### config.mk
export PLATFORM = sky130hd
export DESIGN_NAME = mmt_timer
export DESIGN_NICKNAME = d
export VERILOG_FILES = /design/src/rtl/mmt_pkg.sv /design/src/rtl/mmt_timer.sv
export VERILOG_INCLUDE_DIRS = /design/src /design/src/rtl
export SDC_FILE = /design/constraint.sdc
export NUM_CORES = 1
export LEC_CHECK = 0
export CORE_MARGIN = 8
export CORE_UTILIZATION = 55
export CTS_BUF_LIST = sky130_fd_sc_hd__clkbuf_8
export DETAILED_ROUTE_END_ITERATION = 7
export DONT_BUFFER_PORTS = 1
export GPL_ROUTABILITY_DRIVEN = 1
export HOLD_SLACK_MARGIN = 0.05
export PLACE_DENSITY = 0.7
export SLEW_MARGIN = 5
export SYNTH_ARGS = -nofsm -noshare
export SYNTH_HDL_FRONTEND = slang
export SYNTH_SLANG_ARGS = --single-unit
### constraint.sdc
create_clock -name MCLK_IN -period 4.2 [get_ports MCLK_IN]
set_input_delay 0.42 -clock MCLK_IN [delete_from_list [all_inputs] [get_ports MCLK_IN]]
set_output_delay 0.42 -clock MCLK_IN [all_outputs]
set_load 0.03 [all_outputs]
### src/rtl/mmt_cfg.svh
// Offsets, reset values and counts of the shared timer 2/3/4 block.
`ifndef MMT_CFG_SVH
`define MMT_CFG_SVH
// Register offsets on the byte-wide port.
`define MMT_OFS_CTRL 8'hC8
`define MMT_OFS_MODE 8'hC9
`define MMT_OFS_RCAPL 8'hCA
`define MMT_OFS_RCAPH 8'hCB
`define MMT_OFS_CNTL 8'hCC
`define MMT_OFS_CNTH 8'hCD
`define MMT_OFS_PTR 8'hCE
`define MMT_OFS_IEN 8'hCF
// Pointer codes and reset value.
`define MMT_PTR_T2 3'h2
`define MMT_PTR_T4 3'h4
`define MMT_PTR_RST 3'h2
// Register reset values.
`define MMT_CTRL_RST 8'h00
`define MMT_MODE_RST 8'h00
`define MMT_WORD_RST 16'h0000
`define MMT_IEN_RST 4'h0
// Top count and slow clock divider.
`define MMT_CNT_MAX 16'hFFFF
`define MMT_PRESC_LAST 4'hB
`endif

### src/rtl/mmt_pkg.sv
// Types shared by the timer 2/3/4 block.
package mmt_pkg;
   // Control register layout, bit 7 first.
   typedef struct packed {
      logic tf;
      logic exf;
      logic rclk;
      logic transmit_clock_select;
      logic exen;
      logic run;
      logic ct;
      logic cprl;
   } mmt_ctl_t;
   // Mode register layout, bit 7 first.
   typedef struct packed {
      logic fd;
      logic rsv;
      logic [3:0] pwm;
      logic oe;
      logic down_count_enable;
   } mmt_mod_t;
   // Operating modes, one-hot.
   typedef enum logic [3:0] {
      MMT_CAPTURE = 4'h1,
      MMT_RELOAD = 4'h2,
      MMT_BAUD = 4'h4,
      MMT_CLKOUT = 4'h8
   } mmt_mode_t;
endpackage : mmt_pkg

### src/rtl/mmt_timer.sv
// Shared timer 2/3/4 block with pointer-selected register set.
`include "mmt_cfg.svh"
module mmt_timer (
   input wire logic MCLK_IN,
   input wire logic RST_N_IN,
   input wire logic [7:0] BUS_ADDR_IN,
   input wire logic [7:0] BUS_WDATA_IN,
   input wire logic BUS_WR_IN,
   input wire logic BUS_RD_IN,
   output logic [7:0] BUS_RDATA_OUT,
   input wire logic [2:0] EXT_TRIG_IN,
   input wire logic [2:0] TIMER_PIN_IN,
   output logic [2:0] TIMER_PIN_OUT,
   output logic [2:0] TIMER_PIN_OE_OUT,
   output logic [2:0] IRQ_OUT,
   output logic BAUD_TX_TICK_OUT,
   output logic BAUD_RX_TICK_OUT
);
   // Decodes the mode of one timer; only timer 2 may be a baud source.
   function automatic mmt_pkg::mmt_mode_t mode_of(input mmt_pkg::mmt_ctl_t c,
         input mmt_pkg::mmt_mod_t m, input logic is_t2);
      // Clock output wins, then baud, then capture, else reload.
      if (!c.ct && m.oe) begin
         mode_of = mmt_pkg::MMT_CLKOUT;
      end else if (is_t2 && (c.rclk || c.transmit_clock_select)) begin
         mode_of = mmt_pkg::MMT_BAUD;
      end else if (c.cprl) begin
         mode_of = mmt_pkg::MMT_CAPTURE;
      end else begin
         mode_of = mmt_pkg::MMT_RELOAD;
      end
   endfunction

   // Pointer to the visible register set.
   logic [2:0] ptr_r;
   // Per-timer control and mode registers.
   mmt_pkg::mmt_ctl_t ctl_r [3];
   mmt_pkg::mmt_mod_t mod_r [3];
   // Per-timer count and capture/reload words.
   logic [15:0] cnt_r [3];
   logic [15:0] rcap_r [3];
   // Global enable in bit 0, timer enables above it.
   logic [3:0] ien_r;
   // Slow clock divider and its tick.
   logic [3:0] presc_r;
   logic presc_tick;
   // Two-stage synchronisers and the previous settled sample.
   logic [2:0] trig_s1_r, trig_s2_r, trig_s3_r;
   logic [2:0] tpin_s1_r, tpin_s2_r, tpin_s3_r;
   // Half-period divider and pin level for clock output.
   logic [2:0] half_r;
   logic [2:0] clk_r;
   // Per-timer decoded events.
   mmt_pkg::mmt_mode_t mode [3];
   logic [2:0] sel, tick, ext_ev, down_count_enable_md, up, ovf;
   logic [15:0] cnt_nxt [3];
   // Bus decode shared by all timers.
   logic ptr_ok;

   assign ptr_ok = (ptr_r >= `MMT_PTR_T2) && (ptr_r <= `MMT_PTR_T4);

   // The pointer register itself; reserved codes are stored but reach nothing.
   always_ff @(posedge MCLK_IN or negedge RST_N_IN) begin
      if (!RST_N_IN) begin
         ptr_r <= `MMT_PTR_RST;
      end else if (BUS_WR_IN && BUS_ADDR_IN == `MMT_OFS_PTR) begin
         ptr_r <= BUS_WDATA_IN[2:0];
      end
   end

   // Interrupt enables: bit 0 global, bits 1 to 3 for timers 2 to 4.
   always_ff @(posedge MCLK_IN or negedge RST_N_IN) begin
      if (!RST_N_IN) begin
         ien_r <= `MMT_IEN_RST;
      end else if (BUS_WR_IN && BUS_ADDR_IN == `MMT_OFS_IEN) begin
         ien_r <= BUS_WDATA_IN[3:0];
      end
   end

   // Divide-by-12 prescaler shared by all timers.
   always_ff @(posedge MCLK_IN or negedge RST_N_IN) begin
      if (!RST_N_IN) begin
         presc_r <= 4'h0;
      end else if (presc_r == `MMT_PRESC_LAST) begin
         presc_r <= 4'h0;
      end else begin
         presc_r <= presc_r + 4'h1;
      end
   end
   assign presc_tick = (presc_r == `MMT_PRESC_LAST);

   // pin synchronisers
   // Only the second stage and its delayed copy feed any logic.
   always_ff @(posedge MCLK_IN or negedge RST_N_IN) begin
      if (!RST_N_IN) begin
         trig_s1_r <= 3'h7;
         trig_s2_r <= 3'h7;
         trig_s3_r <= 3'h7;
         tpin_s1_r <= 3'h7;
         tpin_s2_r <= 3'h7;
         tpin_s3_r <= 3'h7;
      end else begin
         trig_s1_r <= EXT_TRIG_IN;
         trig_s2_r <= trig_s1_r;
         trig_s3_r <= trig_s2_r;
         tpin_s1_r <= TIMER_PIN_IN;
         tpin_s2_r <= tpin_s1_r;
         tpin_s3_r <= tpin_s2_r;
      end
   end

   // Per-timer event decode; the loop covers the three timers.
   always_comb begin
      for (int i = 0; i < 3; i++) begin
         sel[i] = ptr_ok && (ptr_r - `MMT_PTR_T2 == 3'(i));
         mode[i] = mode_of(ctl_r[i], mod_r[i], i == 0);
         down_count_enable_md[i] = (mode[i] == mmt_pkg::MMT_RELOAD) && mod_r[i].down_count_enable;
         up[i] = !down_count_enable_md[i] || trig_s2_r[i];
         if (!ctl_r[i].run) begin
            tick[i] = 1'b0;
         end else if (mode[i] == mmt_pkg::MMT_BAUD) begin
            tick[i] = 1'b1;
         end else if (ctl_r[i].ct && mode[i] != mmt_pkg::MMT_CLKOUT) begin
            // Counter mode counts falling edges on the timer pin.
            tick[i] = tpin_s3_r[i] && !tpin_s2_r[i];
         end else begin
            tick[i] = mod_r[i].fd || presc_tick;
         end
         // falling edge, exen ignored when down counting
         ext_ev[i] = trig_s3_r[i] && !trig_s2_r[i] && ctl_r[i].exen && !down_count_enable_md[i];
         ovf[i] = tick[i] && (up[i] ? (cnt_r[i] == `MMT_CNT_MAX) : (cnt_r[i] == rcap_r[i]));
         // Next count before software overrides.
         if (ovf[i] && !up[i]) begin
            cnt_nxt[i] = `MMT_CNT_MAX;
         end else if (ovf[i] && mode[i] != mmt_pkg::MMT_CAPTURE) begin
            cnt_nxt[i] = rcap_r[i];
         end else if (ext_ev[i] && mode[i] == mmt_pkg::MMT_RELOAD) begin
            cnt_nxt[i] = rcap_r[i];
         end else if (tick[i]) begin
            // plain count, capture wraps to zero
            cnt_nxt[i] = up[i] ? cnt_r[i] + 16'h0001 : cnt_r[i] - 16'h0001;
         end else begin
            cnt_nxt[i] = cnt_r[i];
         end
      end
   end

   // Per-timer registers; bus writes reach only the selected timer.
   // hardware set wins
   // A hardware flag set in the same cycle as a software clear wins.
   always_ff @(posedge MCLK_IN or negedge RST_N_IN) begin
      if (!RST_N_IN) begin
         for (int i = 0; i < 3; i++) begin
            ctl_r[i] <= `MMT_CTRL_RST;
            mod_r[i] <= `MMT_MODE_RST;
            cnt_r[i] <= `MMT_WORD_RST;
            rcap_r[i] <= `MMT_WORD_RST;
         end
      end else begin
         for (int i = 0; i < 3; i++) begin
            // Control register write; baud selects exist on timer 2 only.
            if (BUS_WR_IN && sel[i] && BUS_ADDR_IN == `MMT_OFS_CTRL) begin
               ctl_r[i] <= BUS_WDATA_IN;
               if (i != 0) begin
                  ctl_r[i].rclk <= 1'b0;
                  ctl_r[i].transmit_clock_select <= 1'b0;
               end
            end
            // no tf flag in clock or baud mode
            if (ovf[i] && (mode[i] == mmt_pkg::MMT_CAPTURE ||
                  mode[i] == mmt_pkg::MMT_RELOAD)) begin
               ctl_r[i].tf <= 1'b1;
            end
            if (down_count_enable_md[i] && ovf[i]) begin
               ctl_r[i].exf <= !ctl_r[i].exf;
            end else if (ext_ev[i]) begin
               ctl_r[i].exf <= 1'b1;
            end
            // Mode register write; the reserved bit stays zero.
            if (BUS_WR_IN && sel[i] && BUS_ADDR_IN == `MMT_OFS_MODE) begin
               mod_r[i] <= BUS_WDATA_IN;
               mod_r[i].rsv <= 1'b0;
            end
            // Count: a software byte write overrides the counting step.
            cnt_r[i] <= cnt_nxt[i];
            if (BUS_WR_IN && sel[i] && BUS_ADDR_IN == `MMT_OFS_CNTL) begin
               cnt_r[i][7:0] <= BUS_WDATA_IN;
            end
            if (BUS_WR_IN && sel[i] && BUS_ADDR_IN == `MMT_OFS_CNTH) begin
               cnt_r[i][15:8] <= BUS_WDATA_IN;
            end
            if (ext_ev[i] && mode[i] == mmt_pkg::MMT_CAPTURE) begin
               rcap_r[i] <= cnt_r[i];
            end else if (BUS_WR_IN && sel[i] && BUS_ADDR_IN == `MMT_OFS_RCAPL) begin
               rcap_r[i][7:0] <= BUS_WDATA_IN;
            end else if (BUS_WR_IN && sel[i] && BUS_ADDR_IN == `MMT_OFS_RCAPH) begin
               rcap_r[i][15:8] <= BUS_WDATA_IN;
            end
         end
      end
   end

   // Clock output divider: the pin toggles on every second overflow,
   // which gives the four-fold division of the overflow rate.
   always_ff @(posedge MCLK_IN or negedge RST_N_IN) begin
      if (!RST_N_IN) begin
         half_r <= 3'h0;
         clk_r <= 3'h0;
      end else begin
         for (int i = 0; i < 3; i++) begin
            if (mode[i] != mmt_pkg::MMT_CLKOUT) begin
               half_r[i] <= 1'b0;
               clk_r[i] <= 1'b0;
            end else if (ovf[i]) begin
               half_r[i] <= !half_r[i];
               if (half_r[i]) begin
                  clk_r[i] <= !clk_r[i];
               end
            end
         end
      end
   end

   // Registered outputs: pin drive, interrupts and baud ticks.
   always_ff @(posedge MCLK_IN or negedge RST_N_IN) begin
      if (!RST_N_IN) begin
         TIMER_PIN_OUT <= 3'h0;
         TIMER_PIN_OE_OUT <= 3'h0;
         IRQ_OUT <= 3'h0;
         BAUD_TX_TICK_OUT <= 1'b0;
         BAUD_RX_TICK_OUT <= 1'b0;
      end else begin
         for (int i = 0; i < 3; i++) begin
            TIMER_PIN_OUT[i] <= clk_r[i];
            TIMER_PIN_OE_OUT[i] <= (mode[i] == mmt_pkg::MMT_CLKOUT);
            IRQ_OUT[i] <= (ctl_r[i].tf || (ctl_r[i].exf && !down_count_enable_md[i])) &&
               ien_r[0] && ien_r[i+1];
         end
         // timer 2 overflow feeds the serial port
         BAUD_TX_TICK_OUT <= (mode[0] == mmt_pkg::MMT_BAUD) && ovf[0] && ctl_r[0].transmit_clock_select;
         BAUD_RX_TICK_OUT <= (mode[0] == mmt_pkg::MMT_BAUD) && ovf[0] && ctl_r[0].rclk;
      end
   end

   // Read data, valid in the cycle after the strobe only.
   // Reserved pointer codes read the shared set as zero.
   always_ff @(posedge MCLK_IN or negedge RST_N_IN) begin
      if (!RST_N_IN) begin
         BUS_RDATA_OUT <= 8'h00;
      end else begin
         BUS_RDATA_OUT <= 8'h00;
         if (BUS_RD_IN) begin
            for (int i = 0; i < 3; i++) begin
               if (sel[i]) begin
                  case (BUS_ADDR_IN)
                     `MMT_OFS_CTRL: BUS_RDATA_OUT <= ctl_r[i];
                     `MMT_OFS_MODE: BUS_RDATA_OUT <= mod_r[i];
                     `MMT_OFS_RCAPL: BUS_RDATA_OUT <= rcap_r[i][7:0];
                     `MMT_OFS_RCAPH: BUS_RDATA_OUT <= rcap_r[i][15:8];
                     `MMT_OFS_CNTL: BUS_RDATA_OUT <= cnt_r[i][7:0];
                     `MMT_OFS_CNTH: BUS_RDATA_OUT <= cnt_r[i][15:8];
                     default: BUS_RDATA_OUT <= 8'h00;
                  endcase
               end
            end
            if (BUS_ADDR_IN == `MMT_OFS_PTR) begin
               BUS_RDATA_OUT <= {5'h00, ptr_r};
            end else if (BUS_ADDR_IN == `MMT_OFS_IEN) begin
               BUS_RDATA_OUT <= {4'h0, ien_r};
            end
         end
      end
   end

   // Checks on timer 2; the other timers share the same logic.
   logic t2_wr;
   assign t2_wr = BUS_WR_IN && sel[0];

   property p_capture;
      @(posedge MCLK_IN) disable iff (!RST_N_IN)
      ext_ev[0] && mode[0] == mmt_pkg::MMT_CAPTURE |=> rcap_r[0] == $past(cnt_r[0]);
   endproperty
   a_capture: assert property (p_capture) else $error("capture lost count");

   property p_up_reload;
      @(posedge MCLK_IN) disable iff (!RST_N_IN)
      ovf[0] && up[0] && mode[0] == mmt_pkg::MMT_RELOAD && !t2_wr
      |=> ctl_r[0].tf && cnt_r[0] == $past(rcap_r[0]);
   endproperty
   a_up_reload: assert property (p_up_reload) else $error("reload missed");

   property p_down_top;
      @(posedge MCLK_IN) disable iff (!RST_N_IN)
      ovf[0] && !up[0] && !t2_wr |=> cnt_r[0] == `MMT_CNT_MAX;
   endproperty
   a_down_top: assert property (p_down_top) else $error("down match no top");

   property p_exf_toggle;
      @(posedge MCLK_IN) disable iff (!RST_N_IN)
      down_count_enable_md[0] && ovf[0] |=> ctl_r[0].exf != $past(ctl_r[0].exf);
   endproperty
   a_exf_toggle: assert property (p_exf_toggle) else $error("bit 17 stuck");

   property p_baud_quiet;
      @(posedge MCLK_IN) disable iff (!RST_N_IN)
      mode[0] == mmt_pkg::MMT_BAUD && ovf[0] && !ctl_r[0].tf && !t2_wr
      |=> !ctl_r[0].tf;
   endproperty
   a_baud_quiet: assert property (p_baud_quiet) else $error("baud set flag");

   property p_irq_gate;
      @(posedge MCLK_IN) disable iff (!RST_N_IN)
      IRQ_OUT[0] |-> $past(ien_r[0]) && $past(ien_r[1]);
   endproperty
   a_irq_gate: assert property (p_irq_gate) else $error("irq not gated");

   property p_flag_hold;
      @(posedge MCLK_IN) disable iff (!RST_N_IN)
      ctl_r[0].tf && !(t2_wr && BUS_ADDR_IN == `MMT_OFS_CTRL) |=> ctl_r[0].tf;
   endproperty
   a_flag_hold: assert property (p_flag_hold) else $error("flag self-cleared");

   property p_stopped;
      @(posedge MCLK_IN) disable iff (!RST_N_IN)
      !ctl_r[0].run && !t2_wr && !ext_ev[0] |=> cnt_r[0] == $past(cnt_r[0]);
   endproperty
   a_stopped: assert property (p_stopped) else $error("counts while stopped");

   property p_clk_oe;
      @(posedge MCLK_IN) disable iff (!RST_N_IN)
      (mode[0] == mmt_pkg::MMT_CLKOUT) [*2] |-> TIMER_PIN_OE_OUT[0];
   endproperty
   a_clk_oe: assert property (p_clk_oe) else $error("clock pin not driven");

endmodule // mmt_timer

# Word level (Yosys, flattened, before mapping)
# Cells that the tools add are included.
[word_totals]
register_bits = 191
wordCells = 351
[classes]
add_sub_neg = 8
n_lt_le_gt_ge = 2
n_eq_ne = 38
n_mux = 89
n_reduce_logical = 149
[op_table]
columns = ["op", "n"]
rows = [
  ["$mux 16", 18],
  ["$mux 8", 24],
  ["$pmux 8 s6", 3],
  ["$logic_and 1x1->1", 81],
  ["$eq 8x8->1 const B", 8],
  ["$add 16x1->16 const B", 3],
  ["$eq 16x16->1", 3],
  ["$eq 16x16->1 const B", 3],
  ["$sub 16x1->16 const B", 3],
  ["$mux 1", 36],
  ["$reduce_bool 2->1", 15],
  ["$reduce_bool 5->1", 6],
  ["$logic_not 1->1", 24],
  ["$eq 4x4->1 const B", 4],
  ["$mux 4", 4],
  ["$logic_or 1x1->1", 13],
  ["$eq 4x1->1 const B", 3],
  ["$eq 4x2->1 const B", 3],
  ["$eq 4x3->1 const B", 3],
  ["$ne 4x1->1 const B", 3],
  ["$ne 4x4->1 const B", 3],
  ["$reduce_and 2->1", 6],
  ["$reduce_bool 3->1", 3],
  ["$mux 2", 3],
  ["9 further kinds", 11],
]

# Logic depth before layout (Yosys ltp)
[logic_depth]
ltp_word = 13
mapped_depth = 14

# Worst setup path after synthesis
# No wires, ideal clock.
[synth_timing]
kind = "register to register"
start = "reg ctl_r[1] (netlist name)"
end = "reg cnt_r[12] (netlist name)"
setup_time_ns = 0.077
arrival_ns = 3.206
required_ns = 4.123
slack_ns = 0.917
path_stages_with_launch = 14
path_buffers = 1
period_less_slack_ns = 3.283
path_cell_list = "dfrtp_1 -> nand2b_1 -> clkbuf_1 -> nand3_1 -> inv_1 -> ha_1 -> nor2b_1 -> o31ai_1 -> a211oi_1 -> o311a_1 -> a221o_1 -> nand2_1 -> o21ai_0 -> a21oi_1"
[synth_between]
elab_chain_len = 13
word_cells_on_any_way = 28
[synth_rtl]
columns = ["element", "line", "source"]
rows = [
  ["from (decl)", "mmt_timer.sv:37", "mmt_pkg::mmt_ctl_t ctl_r [3];"],
  ["from (signal, indexed assignment)", "mmt_timer.sv:154", "ctl_r[i] <= `MMT_CTRL_RST;"],
  ["$logic_not 1->1", "mmt_timer.sv:23", "if (!c.ct && m.oe) begin"],
  ["$logic_and 1x1->1", "mmt_timer.sv:23", ""],
  ["$mux 4", "mmt_timer.sv:23", ""],
  ["$eq 4x2->1 or $ne 4x4->1 (tied branches)", "mmt_timer.sv:117, mmt_timer.sv:137, mmt_timer.sv:123", ""],
  ["$logic_and 1x1->1 (on tied branches)", "mmt_timer.sv:117, mmt_timer.sv:123", ""],
  ["$logic_not 1->1 or $mux 1 (tied branches)", "mmt_timer.sv:118, mmt_timer.sv:130, mmt_timer.sv:123", ""],
  ["$logic_or 1x1->1 or $mux 1 (tied branches)", "mmt_timer.sv:118, mmt_timer.sv:121", ""],
  ["$mux 16 (tied with other cells)", "mmt_timer.sv:141", "cnt_nxt[i] = up[i] ? cnt_r[i] + 16'h0001 : cnt_r[i] - 16'h0001;"],
  ["$mux 16 or $logic_and 1x1->1 (tied branches)", "mmt_timer.sv:139, mmt_timer.sv:131", ""],
  ["$mux 16 or $logic_and 1x1->1 (tied branches)", "mmt_timer.sv:137, mmt_timer.sv:135", ""],
  ["$mux 16", "mmt_timer.sv:135", "end else if (ovf[i] && mode[i] != mmt_pkg::MMT_CAPTURE) begin"],
  ["$mux 16", "mmt_timer.sv:133", "if (ovf[i] && !up[i]) begin"],
  ["$mux 8", "mmt_timer.sv:189", "if (BUS_WR_IN && sel[i] && BUS_ADDR_IN == `MMT_OFS_CNTH) begin"],
  ["to (signal, indexed assignment)", "mmt_timer.sv:156", "cnt_r[i] <= `MMT_WORD_RST;"],
  ["to (signal, indexed assignment)", "mmt_timer.sv:185", "cnt_r[i] <= cnt_nxt[i];"],
  ["to (decl)", "mmt_timer.sv:40", "logic [15:0] cnt_r [3];"],
]
# Parallel ways exist; a longest one is shown, timed or not. The select of a mux whose other input is x is not followed.
# A chain may end at the register's enable or synchronous reset.

# Worst setup path after layout
[layout_timing]
start = "reg ctl_r[9] (netlist name)"
end = "reg cnt_r[31] (netlist name)"
# The elaborated chain is that of the path after synthesis.

==> impl_results.md <==
* Core Footprint at approximately 0.023 mm2
* Seq/Total Area, Yosys at a little over a third
* Most frequent cells in the layout: dfrtp_1 (172), nor2_1 (137), a21oi_1 (119)
* Routed WL at about 44,000 um
* Final Max Slew Viols at 0
* Max_cap viols at 0
* Max-slew headroom at between 10% and 20%
* Failing checks: hold timing
* # rows at 56
* Post-CTS Hold Fix Bufs at 14
* Maximum buffer depth of the clock tree at 2
* Synth top area share at between 30% and 40%
* First-pass GRT wire length at 67,600 um
* Layout fillers at about 2.1k
* Wirelength per Cell at approximately 25 um
* Leakage power at around 6.0 nW
* CTS H-tree lvls at 4
* Ratio of final minimum period to clock period at between 90% and 100%
* Netlist cell types at slightly below 80
* Met3 wire len at 4730 um
* Post_cts resized at 0
* Post-route setup slack at 0.369 ns
* Worst setup SP type: flop
* WHS at -0.392 ns
* Largest cells by area after synthesis: dfrtp_1 (33%), mux2i_1 (8.2%), a21oi_1 (4.5%)
* TritonCTS clock tree: done
* Antenna viol nets, final at 0
* Clock skew at around 0.021 ns
* Post-synth EDFFs at 0
* Non-filler cells, final at approximately 1.8k
* Area growth syn-to-layout at 6.79%
* Drt first-iter violations at about 1.6k
* Skew-Pair Late Insertion Delay at around 0.5 ns
* Clock slew at reported path FFs at 0.12 ns
* Final nets at about 1.5k
* Setup CP Type: reg2reg
* Total negative slack at 0 ns
* Power Dens Cells at 236 mW/mm2
* Met2 wire length at roughly 19,000 um
* Setup-failing EPs final at 0
* DR pass1 iterations at 7
* Initial Utilization at approximately 56%
* Max incr delay on CP at ~0.44 ns
* Max VDD drop at 0.000282 V
* Critical path fanouts, max at 16
* GR Overflow Total at 0
* Crit path arrival time at between 4 and 5 ns
* # DRC at 0
* Die area at between 0.02 and 0.03 mm2
* Commonest non-fill, non-tap cell in the layout: dfrtp_1
* Post-Syn Area at 0.0131 mm2
* PortBufs at 0
* Vias in the first global route at 11.2k
* Status: complete, but fails checks
* # IOs at 45
* Final Cell Area at 0.0140 mm2
* Min cycle time layout at approximately 3.8 ns
* Total power at between 3 and 4 mW
* Synthesis Warnings at 0
* Final hold violation count at approximately 180
* DP Area at about 0.013 mm2
* F_max at ~0.26 GHz
* Pin count of the biggest net entering global routing at between 150 and 200
* CTS buffer count at 17
* Met1 WL at ~19,000 um
* Die X at roughly 170 um
* Highest routed metal layer: met4
* Post-layout util at about 60%
* #FFs+latches synth at roughly 190
* Post-Syn Area per Cell at ~9.0 um2
* RSZ-0062 raised after global routing: false
* Cells after DPL at around 1.7k
* Vias at ~12k
* Die Y at 170 um
* Most used DFF post-synth: dfrtp_1
* Vias per cell at 6.80
* Gr usage total at between 30% and 40%
* Root Driver: clkbuf_8
* FFs w/ async S/R, synth at 100%
* Layout cells sized above 1 at between 10% and 20%
* Crit end category: flop
* Critical Path, Cell by Cell: or2b_2 -> inv_2 -> or3_1 -> inv_1 -> ha_1 -> or3_1 -> o21ai_0 -> o211ai_1 -> a31o_2 -> a21oi_1 -> xnor2_1 -> o211ai_1
* Worst min path class: in2async
* CP max-delay cell: dfrtp_1
* CP Data Required Time at about 4.6 ns
* Gate Count Post-Synth at 1,465
* Setup WS pre-CTS at approximately 0.36 ns
* Initial antenna violation count at 1
* Final RePlAce weighted congestion at approximately 1.0
* Net Count, Synth at roughly 1.5k
* Slew @ Worst Pin at between 1 and 1.5 ns
* Synth area leader: dfrtp_1
* Sink Count at around 190
* Post-CTS Setup Inserts at 0
* Detailed placement HPWL at approximately 29,000 um
worst max-delay path: cells and delay by family (launching register included):
family / cells / cell delay, ns
xor gates and xnor gates: 1 / 0.13
buffers and inverters: 2 / 0.52
adders and majority gates: 1 / 0.31
DFF: 1 / 0.44
and+or+nand+nor: 3 / 1.13
AOI/OAI and AO/OA: 5 / 1.17
registers in the layout, summed over array words and instances, names as in the netlist, 4 cells and up:
name and flops:
rcap_r 48, BUS_RDATA_OUT 8, ctl_r 20, presc_r 4, ien_r 4, mod_r 21, cnt_r 48
logic make-up after synthesis:
logic type      synth area share [%]
mux                             14.2
buf+inv                         4.09
xor+xnor                        3.60
compound gates                  20.1
fa+ha+maj                       3.26
flops                           36.6
simple gates                    18.1
layout make-up:
| cell class | instances | area [um2] | share of cell area (%) |
|---|---|---|---|
| sequential | 191 | 4800 | 34.3 |
| antenna | 1 | 2.50 | 0.0179 |
| tap | 319 | 399 | 2.85 |
| multi-input combinational | 1137 | 7800 | 55.7 |
| clock inverter | 15 | 200 | 1.43 |
| timing repair buffer | 48 | 395 | 2.82 |
| inverter | 47 | 176 | 1.26 |
| clock buffer | 17 | 234 | 1.67 |
path summary, 6_finish.rpt:
kind	start	to	slack (ns)	cells past startpoint
worst max register to register	ctl_r[9]$_DFFE_PN0P_	cnt_r[31]$_DFFE_PN0P_	0.37	12
worst min-delay path	RST_N_IN	cnt_r[22]$_DFFE_PN0P_	-0.39	0
worst min register to register	tpin_s1_r[2]$_DFF_PN1_	tpin_s2_r[2]$_DFF_PN1_	0.36	0
worst max-delay path	ctl_r[9]$_DFFE_PN0P_	cnt_r[31]$_DFFE_PN0P_	0.37	12
min in group MCLK_IN	BUS_WDATA_IN[1]	cnt_r[17]$_DFFE_PN0P_	0.07	2
max in group asynchronous	RST_N_IN	ptr_r[1]$_DFFE_PN1P_	4.17	0
where the power goes:
part           total [mW]  switching [mW]  leakage, nW  internal [mW]
Sequential           1.87          0.0147         2.22           1.86
Combinational      0.0826          0.0396         3.54         0.0430
Clock                1.36           0.793        0.218          0.564
cells in the mapped netlist, drive strengths merged (9+ instances only):
master and n:
o211ai 16, and3 19, and2 9, ha 31, a211oi 26, nor3 39
xnor2 36, xor2 18, nor4 23, a21o 10, or3 22, nor2 137
o22ai 18, o2bb2ai 10, nand2 106, o31ai 14, mux4 13, mux2 44
mux2i 108, dfrtp 172, nand4 21, a21oi 120, inv 47, nand2b 25
nand3 35, nor2b 16, buf 16, o21a 9, o21ai 80, dfstp 19
a31oi 18, clkbuf 74
metal layers:
| metal | global-route usage, % | vias to the layer above |
|---|---|---|
| met5 | 0 | - |
| met1 | 42.9 | 5902 |
| met3 | 7.62 | 110 |
| met4 | 11.1 | 0 |
| met2 | 44.2 | 678 |
| li1 | - | 5387 |
Power figures use the tool's default switching activity.
